`src/rtl/psc_defines.svh`:
```
// Register map, field layout, reset values and fixed ratios for the synthesizer config block.
// Assumes an APB master with 32-bit data; only the low byte of each word is used.
`ifndef PSC_DEFINES_SVH
`define PSC_DEFINES_SVH

// Register indices; byte address is four times the index
`define PSC_IDX_MULT 10'h034
`define PSC_IDX_PRESC 10'h035
`define PSC_IDX_OUTDIV 10'h036
`define PSC_IDX_FLAGS 10'h037
`define PSC_IDX_IRQEN 10'h038
`define PSC_IDX_CTRL 10'h03a

// Field layout
`define PSC_MULT_MSB 5
`define PSC_RANGE_LSB 6
`define PSC_PRESC_MSB 3
`define PSC_OUTDIV_MSB 4
`define PSC_F_PERIODIC 7
`define PSC_F_POWERON 6
`define PSC_F_BROWNOUT 5
`define PSC_F_SETTLE 4
`define PSC_F_LOCK 3
`define PSC_F_BADADDR 2
`define PSC_F_OSCCHG 1
`define PSC_F_OSCQUAL 0
`define PSC_C_SELECT 7
`define PSC_C_OSCEN 1
`define PSC_C_GUARD 0

// Reset values
`define PSC_RST_MULT 8'h00
`define PSC_RST_PRESC 8'h00
`define PSC_RST_OUTDIV 8'h00
`define PSC_RST_IRQEN 8'h00
`define PSC_RST_CTRL 8'h80

// Fixed ratios
`define PSC_UNLOCK_DIV 8'h03
`define PSC_BUS_DIV 8'h01
`define PSC_FILTER_LOW 2'h0
`define PSC_LOCK_TOL 8'h01

`endif

```
`src/rtl/psc_pkg.sv`:
```
// Types shared by the synthesizer config block.
// Assumes psc_defines.svh carries all numeric constants.
package psc_pkg;
  typedef enum logic [1:0] {
    PSC_APB_IDLE = 2'b01,
    PSC_APB_RESP = 2'b10
  } psc_apb_state_t;
endpackage

```
`src/rtl/psc_top.sv`:
```
// Synthesizer configuration, lock detection, status flags and clock ratios.
// Assumes an APB master, clock_i at 10 MHz and one-cycle tick inputs from the oscillators.
//
// The APB register port is this design's own decision.
`include "psc_defines.svh"

module psc_top #(
  parameter int AW = 12
) (
  // Clock and reset
  input wire logic clock_i,
  input wire logic rstn_i,
  input wire logic sys_reset_i,
  // APB slave
  input wire logic psel_i,
  input wire logic penable_i,
  input wire logic pwrite_i,
  input wire logic [AW-1:0] paddr_i,
  input wire logic [31:0] pwdata_i,
  input wire logic [3:0] pstrb_i,
  output logic [31:0] prdata_o,
  output logic pready_o,
  output logic pslverr_o,
  // Clock ticks and events
  input wire logic crystal_tick_i,
  input wire logic irc_tick_i,
  input wire logic vco_tick_i,
  input wire logic periodic_tick_i,
  input wire logic brownout_event_i,
  input wire logic bad_addr_event_i,
  input wire logic full_stop_i,
  // Clock outputs
  output logic ref_tick_o,
  output logic synth_tick_o,
  output logic bus_tick_o,
  output logic synth_select_o,
  // Analogue settings
  output logic [1:0] vco_range_o,
  output logic [1:0] filter_range_o,
  output logic [7:0] loop_ratio_o,
  output logic can_osc_en_o,
  // Interrupt requests
  output logic periodic_irq_o,
  output logic settle_irq_o,
  output logic osc_irq_o
);
  psc_pkg::psc_apb_state_t state_q;
  logic [7:0] mult_q;
  logic [7:0] presc_q;
  logic [7:0] outdiv_q;
  logic [7:0] irqen_q;
  logic [7:0] ctrl_q;
  logic periodic_flag_q;
  logic poweron_flag_q;
  logic brownout_flag_q;
  logic settle_flag_q;
  logic bad_addr_flag_q;
  logic osc_flag_q;
  logic lock_q;
  logic lock_prev_q;
  logic osc_qual_q;
  logic osc_qual_prev_q;
  logic in_tol_q;
  logic [7:0] vco_cnt_q;
  logic [7:0] prdata_q;
  logic [7:0] target;
  logic [7:0] flags;
  logic [7:0] wbyte;
  logic [9:0] idx;
  logic wr_done;
  logic wr_cfg_ok;
  logic cfg_write;
  logic pre_pulse;
  logic synth_pulse;
  logic bus_pulse;
  logic bus_src;
  logic [7:0] synth_div;

  function automatic logic mapped(input logic [9:0] i);
    mapped = (i == `PSC_IDX_MULT) || (i == `PSC_IDX_PRESC) || (i == `PSC_IDX_OUTDIV) ||
             (i == `PSC_IDX_FLAGS) || (i == `PSC_IDX_IRQEN) || (i == `PSC_IDX_CTRL);
  endfunction

  // Write-one clear, but a hardware set in the same cycle wins
  function automatic logic w1c(input logic q, input logic set, input logic clr);
    w1c = set | (q & ~clr);
  endfunction

  assign idx = paddr_i[11:2];
  assign wbyte = pwdata_i[7:0];
  // Write happens at the edge that samples pready high
  assign wr_done = psel_i && penable_i && pwrite_i && pready_o && pstrb_i[0] && mapped(idx);
  assign wr_cfg_ok = !ctrl_q[`PSC_C_GUARD] && ctrl_q[`PSC_C_SELECT];
  assign cfg_write = wr_done && wr_cfg_ok &&
                     ((idx == `PSC_IDX_MULT) || (idx == `PSC_IDX_PRESC));
  // expected VCO ticks per reference period
  assign target = {1'b0, mult_q[`PSC_MULT_MSB:0], 1'b0} + 8'h02;
  assign flags = {periodic_flag_q, poweron_flag_q, brownout_flag_q, settle_flag_q,
                  lock_q, bad_addr_flag_q, osc_flag_q, osc_qual_q};

  // APB phase: one wait cycle so read data and pready leave flip-flops
  always_ff @(posedge clock_i or negedge rstn_i) begin
    if (!rstn_i) begin
      state_q <= psc_pkg::PSC_APB_IDLE;
      pready_o <= 1'b0;
      pslverr_o <= 1'b0;
      prdata_q <= 8'h00;
    end else begin
      unique case (state_q)
        psc_pkg::PSC_APB_IDLE: begin
          if (psel_i && penable_i) begin
            state_q <= psc_pkg::PSC_APB_RESP;
            pready_o <= 1'b1;
            pslverr_o <= !mapped(idx);
            unique case (idx)
              `PSC_IDX_MULT: prdata_q <= mult_q;
              `PSC_IDX_PRESC: prdata_q <= presc_q;
              `PSC_IDX_OUTDIV: prdata_q <= outdiv_q;
              `PSC_IDX_FLAGS: prdata_q <= flags;
              `PSC_IDX_IRQEN: prdata_q <= irqen_q;
              `PSC_IDX_CTRL: prdata_q <= ctrl_q;
              default: prdata_q <= 8'h00;
            endcase
          end
        end
        psc_pkg::PSC_APB_RESP: begin
          state_q <= psc_pkg::PSC_APB_IDLE;
          pready_o <= 1'b0;
          pslverr_o <= 1'b0;
          prdata_q <= 8'h00;
        end
      endcase
    end
  end

  assign prdata_o = {24'h000000, prdata_q};

  always_ff @(posedge clock_i or negedge rstn_i) begin
    if (!rstn_i) begin
      mult_q <= `PSC_RST_MULT;
      presc_q <= `PSC_RST_PRESC;
    end else if (sys_reset_i) begin
      mult_q <= `PSC_RST_MULT;
      presc_q <= `PSC_RST_PRESC;
    end else if (wr_done && wr_cfg_ok) begin
      if (idx == `PSC_IDX_MULT) begin
        mult_q <= wbyte & 8'hff;
      end
      // Unused prescaler bits stay zero
      if (idx == `PSC_IDX_PRESC) begin
        presc_q <= {wbyte[7:`PSC_RANGE_LSB], 2'h0, wbyte[`PSC_PRESC_MSB:0]};
      end
    end
  end

  always_ff @(posedge clock_i or negedge rstn_i) begin
    if (!rstn_i) begin
      outdiv_q <= `PSC_RST_OUTDIV;
    end else if (sys_reset_i) begin
      outdiv_q <= `PSC_RST_OUTDIV;
    end else if (wr_done && ctrl_q[`PSC_C_SELECT] && idx == `PSC_IDX_OUTDIV) begin
      outdiv_q <= {3'h0, wbyte[`PSC_OUTDIV_MSB:0]};
    end
  end

  always_ff @(posedge clock_i or negedge rstn_i) begin
    if (!rstn_i) begin
      irqen_q <= `PSC_RST_IRQEN;
    end else if (sys_reset_i) begin
      irqen_q <= `PSC_RST_IRQEN;
    end else if (wr_done && idx == `PSC_IDX_IRQEN) begin
      irqen_q <= {wbyte[`PSC_F_PERIODIC], 2'h0, wbyte[`PSC_F_SETTLE], 2'h0,
                  wbyte[`PSC_F_OSCCHG], 1'b0};
    end
  end

  // Guard is always writable; select and oscillator enable only while unguarded
  always_ff @(posedge clock_i or negedge rstn_i) begin
    if (!rstn_i) begin
      ctrl_q <= `PSC_RST_CTRL;
    end else if (sys_reset_i) begin
      ctrl_q <= `PSC_RST_CTRL;
    end else begin
      if (wr_done && idx == `PSC_IDX_CTRL) begin
        ctrl_q[`PSC_C_GUARD] <= wbyte[`PSC_C_GUARD];
        if (!ctrl_q[`PSC_C_GUARD]) begin
          ctrl_q[`PSC_C_OSCEN] <= wbyte[`PSC_C_OSCEN];
          // Select may drop to 0 only with a qualified oscillator
          ctrl_q[`PSC_C_SELECT] <= wbyte[`PSC_C_SELECT] || !osc_qual_q;
        end
      end
      if (!osc_qual_q || full_stop_i) begin
        ctrl_q[`PSC_C_SELECT] <= 1'b1;
      end
    end
  end

  always_ff @(posedge clock_i or negedge rstn_i) begin
    if (!rstn_i) begin
      ref_tick_o <= 1'b0;
    end else begin
      ref_tick_o <= ctrl_q[`PSC_C_OSCEN] ? pre_pulse : irc_tick_i;
    end
  end

  psc_clkdiv #(.W(8)) u_prescale (
    .clock_i(clock_i),
    .rstn_i(rstn_i),
    .tick_i(crystal_tick_i),
    .div_i({4'h0, presc_q[`PSC_PRESC_MSB:0]}),
    .pulse_o(pre_pulse)
  );

  // count VCO ticks per reference period against the target
  always_ff @(posedge clock_i or negedge rstn_i) begin
    if (!rstn_i) begin
      vco_cnt_q <= 8'h00;
      in_tol_q <= 1'b0;
    end else if (cfg_write) begin
      vco_cnt_q <= 8'h00;
      in_tol_q <= 1'b0;
    end else if (ref_tick_o) begin
      vco_cnt_q <= {7'h00, vco_tick_i};
      in_tol_q <= (vco_cnt_q + `PSC_LOCK_TOL >= target) &&
                  (vco_cnt_q <= target + `PSC_LOCK_TOL);
    end else if (vco_tick_i && vco_cnt_q != 8'hff) begin
      vco_cnt_q <= vco_cnt_q + 8'h01;
    end
  end

  always_ff @(posedge clock_i or negedge rstn_i) begin
    if (!rstn_i) begin
      lock_q <= 1'b0;
      osc_qual_q <= 1'b0;
    end else if (cfg_write) begin
      lock_q <= 1'b0;
      osc_qual_q <= 1'b0;
    end else begin
      lock_q <= in_tol_q;
      // qualification needs lock; full stop clears
      osc_qual_q <= in_tol_q && lock_q && ctrl_q[`PSC_C_OSCEN] && !full_stop_i;
    end
  end

  always_ff @(posedge clock_i or negedge rstn_i) begin
    if (!rstn_i) begin
      lock_prev_q <= 1'b0;
      osc_qual_prev_q <= 1'b0;
    end else begin
      lock_prev_q <= lock_q;
      osc_qual_prev_q <= osc_qual_q;
    end
  end

  always_ff @(posedge clock_i or negedge rstn_i) begin
    if (!rstn_i) begin
      periodic_flag_q <= 1'b0;
      settle_flag_q <= 1'b0;
      osc_flag_q <= 1'b0;
    end else if (sys_reset_i) begin
      periodic_flag_q <= 1'b0;
      settle_flag_q <= 1'b0;
      osc_flag_q <= 1'b0;
    end else begin
      periodic_flag_q <= w1c(periodic_flag_q, periodic_tick_i,
                             wr_done && idx == `PSC_IDX_FLAGS && wbyte[`PSC_F_PERIODIC]);
      settle_flag_q <= w1c(settle_flag_q, lock_q ^ lock_prev_q,
                           wr_done && idx == `PSC_IDX_FLAGS && wbyte[`PSC_F_SETTLE]);
      osc_flag_q <= w1c(osc_flag_q, osc_qual_q ^ osc_qual_prev_q,
                        wr_done && idx == `PSC_IDX_FLAGS && wbyte[`PSC_F_OSCCHG]);
    end
  end

  // reset cause flags survive system reset
  always_ff @(posedge clock_i or negedge rstn_i) begin
    if (!rstn_i) begin
      poweron_flag_q <= 1'b1;
      brownout_flag_q <= 1'b1;
      bad_addr_flag_q <= 1'b0;
    end else begin
      poweron_flag_q <= w1c(poweron_flag_q, 1'b0,
                            wr_done && idx == `PSC_IDX_FLAGS && wbyte[`PSC_F_POWERON]);
      brownout_flag_q <= w1c(brownout_flag_q, brownout_event_i,
                             wr_done && idx == `PSC_IDX_FLAGS && wbyte[`PSC_F_BROWNOUT]);
      bad_addr_flag_q <= w1c(bad_addr_flag_q, bad_addr_event_i,
                             wr_done && idx == `PSC_IDX_FLAGS && wbyte[`PSC_F_BADADDR]);
    end
  end

  // unlocked output runs at VCO over 4
  assign synth_div = lock_q ? outdiv_q : `PSC_UNLOCK_DIV;

  psc_clkdiv #(.W(8)) u_output_divider_field (
    .clock_i(clock_i),
    .rstn_i(rstn_i),
    .tick_i(vco_tick_i),
    .div_i(synth_div),
    .pulse_o(synth_pulse)
  );

  // bus clock is half the selected source
  assign bus_src = ctrl_q[`PSC_C_SELECT] ? synth_pulse : crystal_tick_i;

  psc_clkdiv #(.W(8)) u_busdiv (
    .clock_i(clock_i),
    .rstn_i(rstn_i),
    .tick_i(bus_src),
    .div_i(`PSC_BUS_DIV),
    .pulse_o(bus_pulse)
  );

  // Registered copies keep every output on a flip-flop
  always_ff @(posedge clock_i or negedge rstn_i) begin
    if (!rstn_i) begin
      synth_tick_o <= 1'b0;
      bus_tick_o <= 1'b0;
      synth_select_o <= 1'b1;
      vco_range_o <= 2'h0;
      filter_range_o <= `PSC_FILTER_LOW;
      loop_ratio_o <= 8'h02;
      can_osc_en_o <= 1'b0;
    end else begin
      synth_tick_o <= synth_pulse;
      bus_tick_o <= bus_pulse;
      synth_select_o <= ctrl_q[`PSC_C_SELECT];
      vco_range_o <= mult_q[7:`PSC_RANGE_LSB];
      filter_range_o <= ctrl_q[`PSC_C_OSCEN] ? presc_q[7:`PSC_RANGE_LSB] : `PSC_FILTER_LOW;
      // loop ratio 2 x (field + 1)
      loop_ratio_o <= target;
      can_osc_en_o <= osc_qual_q;
    end
  end

  always_ff @(posedge clock_i or negedge rstn_i) begin
    if (!rstn_i) begin
      periodic_irq_o <= 1'b0;
      settle_irq_o <= 1'b0;
      osc_irq_o <= 1'b0;
    end else begin
      periodic_irq_o <= periodic_flag_q && irqen_q[`PSC_F_PERIODIC];
      settle_irq_o <= settle_flag_q && irqen_q[`PSC_F_SETTLE];
      osc_irq_o <= osc_flag_q && irqen_q[`PSC_F_OSCCHG];
    end
  end
endmodule

```
`src/rtl/psc_clkdiv.sv`:
```
// Tick divider: one output pulse per (div_i + 1) input ticks.
// Assumes tick_i is a one-cycle enable on clock_i.
module psc_clkdiv #(
  parameter int W = 8
) (
  // Clock and reset
  input wire logic clock_i,
  input wire logic rstn_i,
  // Ticks
  input wire logic tick_i,
  input wire logic [W-1:0] div_i,
  output logic pulse_o
);
  logic [W-1:0] count_q;

  // Shrinking the ratio mid-count wraps at once instead of overrunning
  always_ff @(posedge clock_i or negedge rstn_i) begin
    if (!rstn_i) begin
      count_q <= '0;
    end else if (tick_i) begin
      if (count_q >= div_i) begin
        count_q <= '0;
      end else begin
        count_q <= count_q + W'(1);
      end
    end
  end

  always_ff @(posedge clock_i or negedge rstn_i) begin
    if (!rstn_i) begin
      pulse_o <= 1'b0;
    end else begin
      pulse_o <= tick_i && (count_q >= div_i);
    end
  end
endmodule

```
`config.mk`:
```
export PLATFORM = sky130hd
export DESIGN_NAME = psc_top
export DESIGN_NICKNAME = d
export VERILOG_FILES = /design/src/rtl/psc_pkg.sv /design/src/rtl/psc_top.sv /design/src/rtl/psc_clkdiv.sv
export VERILOG_INCLUDE_DIRS = /design/src /design/src/rtl
export SDC_FILE = /design/constraint.sdc
export NUM_CORES = 1
export LEC_CHECK = 0
export ABC_AREA = 1
export BUFFER_PORTS_ARGS = -buffer_cell sky130_fd_sc_hd__buf_2
export CAP_MARGIN = 20
export CORE_ASPECT_RATIO = 1.4
export CORE_MARGIN = 1.5
export CORE_UTILIZATION = 40
export CTS_CLUSTER_DIAMETER = 80
export DETAILED_ROUTE_END_ITERATION = 10
export HOLD_SLACK_MARGIN = 0.02
export PLACE_DENSITY = 0.74
export SYNTH_ARGS = -nofsm -noshare
export SYNTH_HDL_FRONTEND = slang
export SYNTH_SLANG_ARGS = --single-unit
```
`constraint.sdc`:
```
create_clock -name clock_i -period 3 [get_ports clock_i]
set_input_delay 0 -clock clock_i [delete_from_list [all_inputs] [get_ports clock_i]]
set_output_delay 0 -clock clock_i [all_outputs]
set_load 0.005 [all_outputs]
```
After elaboration in Yosys (flattened, before gate mapping)
Index checks and enable logic that the tools add are counted.
{"block": "totals", "reg_bits": 112, "output_inout_bits": 54, "in_bits": 61, "word_cells": 178}
{"block": "classes", "n_eq_ne": 12, "n_lt_le_gt_ge": 5, "n_reduce_logical": 54, "n_bitwise": 19, "n_mux": 43, "addsub": 6}
{"operator": "$mux 8", "count": 18}
{"operator": "$eq 10x6->1 const B", "count": 6}
{"operator": "$pmux 8 s6", "count": 1}
{"operator": "$add 8x1->8 const B", "count": 5}
{"operator": "$logic_and 1x1->1", "count": 30}
{"operator": "$ge 8x8->1", "count": 2}
{"operator": "$mux 1", "count": 16}
{"operator": "$pmux 8 s2", "count": 1}
{"operator": "$reduce_bool 2->1", "count": 7}
{"operator": "$add 7x2->8 const B", "count": 1}
{"operator": "$ge 8x1->1 const B", "count": 1}
{"operator": "$ge 8x4->1", "count": 1}
{"operator": "$le 8x8->1", "count": 1}
{"operator": "$mux 2", "count": 4}
{"operator": "$ne 8x8->1 const B", "count": 1}
{"operator": "$reduce_and 2->1", "count": 4}
{"operator": "$logic_or 1x1->1", "count": 7}
{"operator": "$and 1x1->1", "count": 6}
{"operator": "$not 1->1", "count": 6}
{"operator": "$reduce_bool 3->1", "count": 2}
{"operator": "$or 1x1->1", "count": 5}
{"operator": "$logic_not 1->1", "count": 4}
{"operator": "$ne 2x2->1 const B", "count": 2}
{"operator": "$pmux 1 s2", "count": 2}
{"operator": "5 further kinds", "count": 6}

Logic depth before layout (Yosys ltp)
Gate-level depths: netlist of run 1.
{"block": "depth", "depth_word": 13, "depth_mapped": 13, "depth_no_buf": 13}

By module
Synthesis of run 1 repeated with hierarchy kept, for this count alone.
{"block": "unflattened", "cells_unflattened": 774, "area_unflattened_um2": 6103.4}
{"module": "psc_top", "n_inst": 1, "seq_area_each_um2": 1834.3, "cells_per_inst": 507, "area_per_inst_um2": 4050.1}
{"module": "psc_clkdiv", "n_inst": 3, "seq_area_each_um2": 225.2, "cells_per_inst": 89, "area_per_inst_um2": 684.4}

Least setup slack after synthesis of run 1
No wires, ideal clock.
{"block": "synth_path", "path_kind": "reg-to-reg", "startpoint": "reg mult_q[0]", "endpoint": "reg in_tol_q", "setup_time_ps": 118, "t_required_ps": 2882, "arrival_ps": 1807, "path_stages_with_launch": 14, "synth_period_minus_slack_ps": 1925, "n_path_buf": 0, "slack_ps": 1075, "cell_sequence": "dfrtp_1 -> ha_1 -> nand2_1 -> nor2_1 -> inv_1 -> nor2_1 -> inv_1 -> ha_1 -> nand2_1 -> nor2_1 -> a21boi_0 -> o21ai_0 -> nand4_1 -> nand2_1"}
{"block": "synth_between", "elab_chain_cells": 6, "elab_cells_between_ends": 7, "cone_classes": "2 x add/sub; 2 x order compare; 2 x mux; 1 x reduce/logical"}
{"item": "start: declaration", "line": "psc_top.sv:48", "source": "logic [7:0] mult_q;"}
{"item": "start signal: assignment", "line": "psc_top.sv:140", "source": "mult_q <= `PSC_RST_MULT;"}
{"item": "start signal: assignment", "line": "psc_top.sv:143", "source": "mult_q <= `PSC_RST_MULT;"}
{"item": "start signal: assignment", "line": "psc_top.sv:147", "source": "mult_q <= wbyte & 8'hff;"}
{"item": "$add 7x2->8 *", "line": "psc_top.sv:97", "source": "assign target = {1'b0, mult_q[`PSC_MULT_MSB:0], 1'b0} + 8'h02;"}
{"item": "net target[7]", "line": "psc_top.sv:66", "source": "logic [7:0] target;"}
{"item": "$add 8x1->8 (no line)"}
{"item": "$le 8x8->1 (no line)"}
{"item": "$logic_and 1x1->1 *", "line": "psc_top.sv:224", "source": "in_tol_q <= (vco_cnt_q + `PSC_LOCK_TOL >= target) &&"}
{"item": "$mux 1 *", "line": "psc_top.sv:222", "source": "end else if (ref_tick_o) begin"}
{"item": "$mux 1 *", "line": "psc_top.sv:219", "source": "end else if (cfg_write) begin"}
{"item": "end signal: assignment", "line": "psc_top.sv:224"}
{"item": "end: declaration", "line": "psc_top.sv:63", "source": "logic in_tol_q;"}
Mark *: on every way through the listed nets, which the timed path passes. The rest lies on a longest branch. The select of a mux whose other input is x is not followed.
A chain may end at the register's enable or synchronous reset.

Worst setup path after layout of run 1
Same ends and word-level chain as after synthesis.

==> summary.md, run 1 <==
| Metric | Value |
|---|---|
| Vias/cell | 4.81 |
| Max Freq | 437 MHz |
| P&R area growth vs syn | 17.3% |
| Routed WL per cell | 13.4 um |
| Chip Height | 140 um |
| Cell Rows | 50 |
| CP Capture Type | flip-flop |
| Crit start category | flip-flop |
| Initial antenna violation count | 0 |
| Die X-Extent | 101 um |
| IO buf count | 60 |
| Most used DFF post-synth | dfrtp_1 |
| Data arrival, critical path | 2520 ps |
| PwrDens | 518 nW/um^2 |
| Core Util, Final | 0.476 |
| Number of synthesized flops with an enable pin | 0 |
| CP Class | reg2reg |
| WL final | 12.6 mm |
| Mapped Area | 5380 sq um |
| CORE AREA | 13300 sq um |
| Async S/R FF share, synth | 1.00 |
| Global-route wire length before repair | 21.0 mm |
| Largest net degree at the start of global routing | 67 |
| Status | completed |
| Max Cap Viol | 0 |
| Register area share after synthesis | 0.466 |
| RR Endpoint | in_tol_q |
| Grt ovf | 0 |
| Leakage | 3.37 nW |
| RSZ-0062 raised after global routing | no |
| Clock Tree Buf Depth | 2 |
| Overall power | 3.27 mW |
| CTS tree | done |
| R2r worst-path depth | 13 |
| GP Congestion | 0.903 |
| Commonest cells post-synth | 173 x nand2_1, 96 x inv_1, 94 x dfrtp_1, 65 x nor2_1, 62 x nand3_1 |
| Gr usage total | 0.192 |
| Router iterations before antenna repair | 5 |
| Final HPWL DP | 9.34 mm |
| Final setup viols | 0 |
| R2R setup slack | 710 ps |
| Worst setup path endpoint | in_tol_q |
| Netlist cell types | 36 |
| DRC | 0 |
| CTS sink cnt | 100 |
| Antenna Nets Post-Route | 0 |
| Clock-pin slew of the registers on the worst-case setup and hold paths | 70 ps |
| Worst skew pair latency | 350 ps |
| Hold Fails Final Rpt | 0 |
| Synth area leaders | dfrtp_1 44%, nand2_1 12%, ha_1 7.0%, inv_1 6.7%, nand3_1 5.8% |
| Layout cells sized above 1 | 0.124 |
| Flops & latches, synth | 100 |
| Setup_tns | 0 ps |
| Worst EP required | 3240 ps |
| Clock Tree Root | clkbuf_16 |
| Top cell type's share of synthesized area | 0.437 |
| Top-count cell post-synth | nand2_1 |
| Hold crit path type | in2reg |
| Initial DRC count | 272 |
| Min cycle time layout | 2290 ps |
| Io pins | 115 |
| Peak supply drop | 0.000256 V |
| Cell count after synthesis | 674 |
| Worst slew margin | 0.454 |
| Vias in the first global route | 4471 |
| Detailed-route via count | 4535 |
| Total Die Area | 14200 sq um |
| Final net count | 849 |
| Synth warn | 0 |
| Htree depth | 3 |
| Synthesized area per cell | 7.99 sq um |
| Least-Margin Pin Slew | 819 ps |
| Initial Util | 0.406 |
| Inserted Clock Buffers | 9 |
| Cell taking the most area after synthesis | dfrtp_1 |
| Reg-to-reg critical path startpoint | mult_q[0] |
| Final Slew Violations | 0 |
| Crit path from | mult_q[0] |
| Tcrit/Tclk final | 0.763 |
| Antenna Cells | 0 |
| Worst-path maximum fanout | 7 |
| Layout Skew | 8.29 ps |
==> flip-flops by register name, indices dropped and copies added, names as in the netlist, 6 cells and up <==
register,cells
u_output_divider_field.count_q,8
u_busdiv.count_q,8
mult_q,8
loop_ratio_o,7
prdata_q,8
presc_q,6
u_prescale.count_q,8
vco_cnt_q,8
==> layout make-up <==
cell class	count	area, sq um
clock inverter	5	77.6
inverter	98	368
tap	182	228
multi-input combinational	463	2350
timing repair buffer	85	556
clock buffer	10	229
fill	1346	6950
sequential	100	2510
==> placed cells by master, fill, tap and decap left out, types with 2 or more instances in the layout <==
master / netlist / final
dlygate4sd3_1: 0 / 21
buf_4: 26 / 4
buf_2: 3 / 59
bufinv_16: 0 / 2
conb_1: 1 / 25
nor2_2: 2 / 2
dfrtp_1: 94 / 94
xor2_1: 7 / 7
inv_1: 96 / 96
clkinv_2: 0 / 2
ha_1: 30 / 30
o21a_1: 3 / 3
nor2_4: 4 / 4
nand3_1: 62 / 62
nand4_1: 14 / 14
dfstp_2: 6 / 6
a21oi_1: 22 / 22
nand2_1: 173 / 173
nor3_1: 9 / 9
o21ai_0: 30 / 30
nor2_1: 65 / 65
xnor2_1: 4 / 4
clkbuf_16: 0 / 9
==> power breakdown <==
part | switching, mW | internal [mW] | leakage [nW] | total, mW
clock | 0.498 | 0.723 | 0.148 | 1.22
combinational | 0.322 | 0.198 | 1.88 | 0.520
sequential | 0.0737 | 1.46 | 1.34 | 1.53
total | 0.894 | 2.38 | 3.37 | 3.27
==> metrics by stage <==
step | hold slack, ps | setup WS (ps) | area [sq um] | instances
final | 27.0 | 712 | 6310 | 943
after global routing | 33.0 | 470 | 6310 | 943
after CTS | 22.1 | 728 | 6310 | 943
after detailed placement | 161 | 783 | 5800 | 907
after global placement | 155 | 825 | 5800 | 907
after floorplan | -296 | 1070 | 5470 | 698
==> metal layers <==
layer / vias to the layer above / routed length, um / GRT usage
li1: 2249 / - / -
met1: 2126 / 4860 / 0.212
met2: 138 / 6890 / 0.360
met3: 22 / 592 / 0.0314
met4: 0 / 258 / 0.0738
met5: - / 0 / 0
==> cells by family (layout without fill, tap and decap cells) <==
logic type               count (synthesis)  count (layout)  synth area share
AND/OR/NAND/NOR                        334             334             0.265
AO/OA/AOI/OAI                           62              62            0.0618
other                                    1              25          0.000697
buffers and inverters                  135             198             0.114
XOR/XNOR                                11              11            0.0179
flip-flops                             100             100             0.466
adder cells (fa/ha/maj)                 31              31            0.0735
==> critical path, cell delays in order (launching register included) <==
cell      delay [ps]
dfrtp_1          520
ha_1             220
nand2_1           90
nor2_1           110
inv_1             50
nor2_1           170
inv_1            100
ha_1             300
nand2_1           60
nor2_1           140
a21boi_0         180
o21ai_0           90
nand4_1           90
nand2_1           70
==> timing repair <==
action                                 in CTS  in global routing
buffers inserted                            0                  0
resized for setup                           0                  0
endpoints found under the hold margin      88                  0
hold buffers                               21                  0
==> worst min-delay path by stage <==
stage / cells after the start / end / slack [ps] / startpoint
final: 5 / irqen_q[7] / 30 / pwdata_i[7]
after global routing: 3 / presc_q[3] / 30 / paddr_i[2]
after CTS: 5 / outdiv_q[2] / 20 / pwdata_i[2]
after detailed placement: 1 / bus_tick_o / 160 / rstn_i
after global placement: 1 / u_busdiv.count_q[0] / 160 / rstn_i
after floorplan: 0 / bad_addr_flag_q / -300 / rstn_i
(Power assumes the default switching activity.)
==> run 2, diff against run 1 <==
==> constraint.sdc (replaced) <==
create_clock -name clock_i -period 2.21 [get_ports clock_i]
set_input_delay 0 -clock clock_i [delete_from_list [all_inputs] [get_ports clock_i]]
set_output_delay 0 -clock clock_i [all_outputs]
set_load 0.005 [all_outputs]
==> run 2 against run 1 <==
  * Design area rose by 0.30%
  * Non-clock buffer count rose by 4
  * Worst hold slack improved by 0.90 ps
  * Clock-buffer cell count did not move
  * Die area did not move
  * Sequential power rose by 36%
  * Global-route usage fell by 0.28 points
  * Clock skew fell by 1.5 ps
  * Critical endpoint unchanged
  * Largest cell class unchanged
  * Highest routed layer unchanged
==> summary.md, run 2 (synthesis results as in run 1) <==
| Metric | Value |
|---|---|
| Layout Skew | 6.81 ps |
| Cell Rows | 50 |
| Least-Margin Pin Slew | 502 ps |
| WL final | 12.6 mm |
| Overall power | 4.35 mW |
| Layout cells sized above 1 | 0.134 |
| Io pins | 115 |
| Router iterations before antenna repair | 5 |
| Switch share | 0.282 |
| Die X-Extent | 101 um |
| P&R area growth vs syn | 17.7% |
| Initial antenna violation count | 0 |
| Final setup viols | 0 |
| DRC | 0 |
| CORE AREA | 13300 sq um |
| Clock-pin slew of the registers on the worst-case setup and hold paths | 70 ps |
| Crit start category | flip-flop |
| Clock Tree Buf Depth | 2 |
| Most common cell after layout, fill and taps aside | nand2_1 |
| Chip Height | 140 um |
| Internal power | 3.13 mW |
| Worst skew pair latency | 350 ps |
| Final net count | 853 |
| Worst slew margin | 0.662 |
| Peak supply drop | 0.000333 V |
| Logic gate share of total power | 0.163 |
| Sequential share of power | 0.478 |
| Antenna Cells | 0 |
| Max Freq | 486 MHz |
| Inserted Clock Buffers | 9 |
| CTS tree | done |
| Status | completed |
| Detailed-route via count | 4576 |
| Tcrit/Tclk final | 0.931 |
| CP Capture Type | flip-flop |
| Inst Count DP | 911 |
| Antenna Nets Post-Route | 0 |
| Metal2 WL | 6.85 mm |
| CP Class | reg2reg |
| Vias/cell | 4.83 |
| GP Congestion | 0.869 |
| Gr usage total | 0.189 |
| Min cycle time layout | 2060 ps |
| Largest net degree at the start of global routing | 65 |
| Clock share of power | 0.358 |
| CTS sink cnt | 100 |
| NetSw | 1.23 mW |
| Htree depth | 3 |
| Initial Util | 0.406 |
| PwrDens | 687 nW/um^2 |
| Hold Fails Final Rpt | 0 |
| Worst-path maximum fanout | 7 |
| Worst EP required | 2490 ps |
| Vias in the first global route | 4413 |
| Routed WL per cell | 13.3 um |
| IO buf count | 60 |
| Top Layer Used | met4 |
| Most frequent cells in the layout | 173 x nand2_1, 96 x inv_1, 92 x dfrtp_1 |
| Hold crit path type | in2reg |
| M1 WL | 4.94 mm |
| Global-route wire length before repair | 21.0 mm |
| Fillcell total | 1359 |
| Max Cap Viol | 0 |
| Data arrival, critical path | 2340 ps |
| Final HPWL DP | 9.36 mm |
| Clock Tree Root | clkbuf_16 |
| Initial DRC count | 280 |
| Grt ovf | 0 |
| Non-Filler Instances | 948 |
| Met3 WL | 523 um |
| Total Die Area | 14200 sq um |
| Setup_tns | 0 ps |
| Final Slew Violations | 0 |
| Leakage | 3.38 nW |
[run 2: worst max-delay path, stage by stage (launching register included)]
cell	delay, ps
dfrtp_2	460
ha_1	230
nand2_1	90
nor2_1	50
nand2_1	100
xor2_1	160
inv_1	80
ha_1	270
nand2_1	60
nor2_1	130
nand4_1	100
nand3_1	90
nand4_1	90
nand2_1	80
[run 2: final cells by class]
| class | instances | area [sq um] | area share |
|---|---|---|---|
| Clock buffer | 10 | 229 | 0.0362 |
| Clock inverter | 6 | 63.8 | 0.0101 |
| Inverter | 98 | 368 | 0.0581 |
| Multi-Input combinational cell | 463 | 2350 | 0.371 |
| Sequential cell | 100 | 2510 | 0.397 |
| Tap cell | 182 | 228 | 0.0360 |
| Timing Repair Buffer | 89 | 583 | 0.0921 |
[run 2: through the flow]
| step | util | setup WS [ps] | area [sq um] | hold slack (ps) |
|---|---|---|---|---|
| final | 0.478 | 152 | 6330 | 27.9 |
| after CTS | 0.477 | 90.9 | 6320 | 22.0 |
| after detailed placement | 0.439 | 127 | 5830 | 2.08 |
| after floorplan | - | 285 | 5470 | -296 |
| after global placement | 0.439 | 209 | 5830 | -5.50 |
| after global routing | 0.478 | -12.7 | 6330 | 27.3 |
[run 2: worst paths after layout]
kind	slack (ps)	start	to	cells after the start
max in group asynchronous	1300	rstn_i	state_q[0]	3
worst max-delay path	150	vco_cnt_q[0]	in_tol_q	13
worst min register to register	350	u_busdiv.pulse_o	bus_tick_o	0
worst max register to register	150	vco_cnt_q[0]	in_tol_q	13
worst min-delay path	30	pwdata_i[2]	outdiv_q[2]	5
min in group asynchronous	160	rstn_i	bus_tick_o	2
[run 2: power by group through the flow]
stage	clock network [mW]	logic, mW	registers [mW]
2_1_floorplan	0	0.470	2.09
3_3_place_gp	0	0.661	2.11
3_5_place_dp	0	0.683	2.11
4_1_cts	1.59	0.720	2.08
5_1_grt	1.66	0.839	2.10
6_report	1.56	0.711	2.08
[run 2: timing repair]
action                                  4_1_cts  5_1_grt
endpoints found under the setup margin        0        1
gates resized for setup                       0        3
buffers inserted                              0        1
endpoints found under the hold margin        61        0
hold buffers                                 20        0
[run 2: metal layers]
layer	up-vias	global-route usage
met3	25	0.0309
met4	0	0.0797
met5	-	0
met1	2141	0.219
li1	2257	-
met2	153	0.341
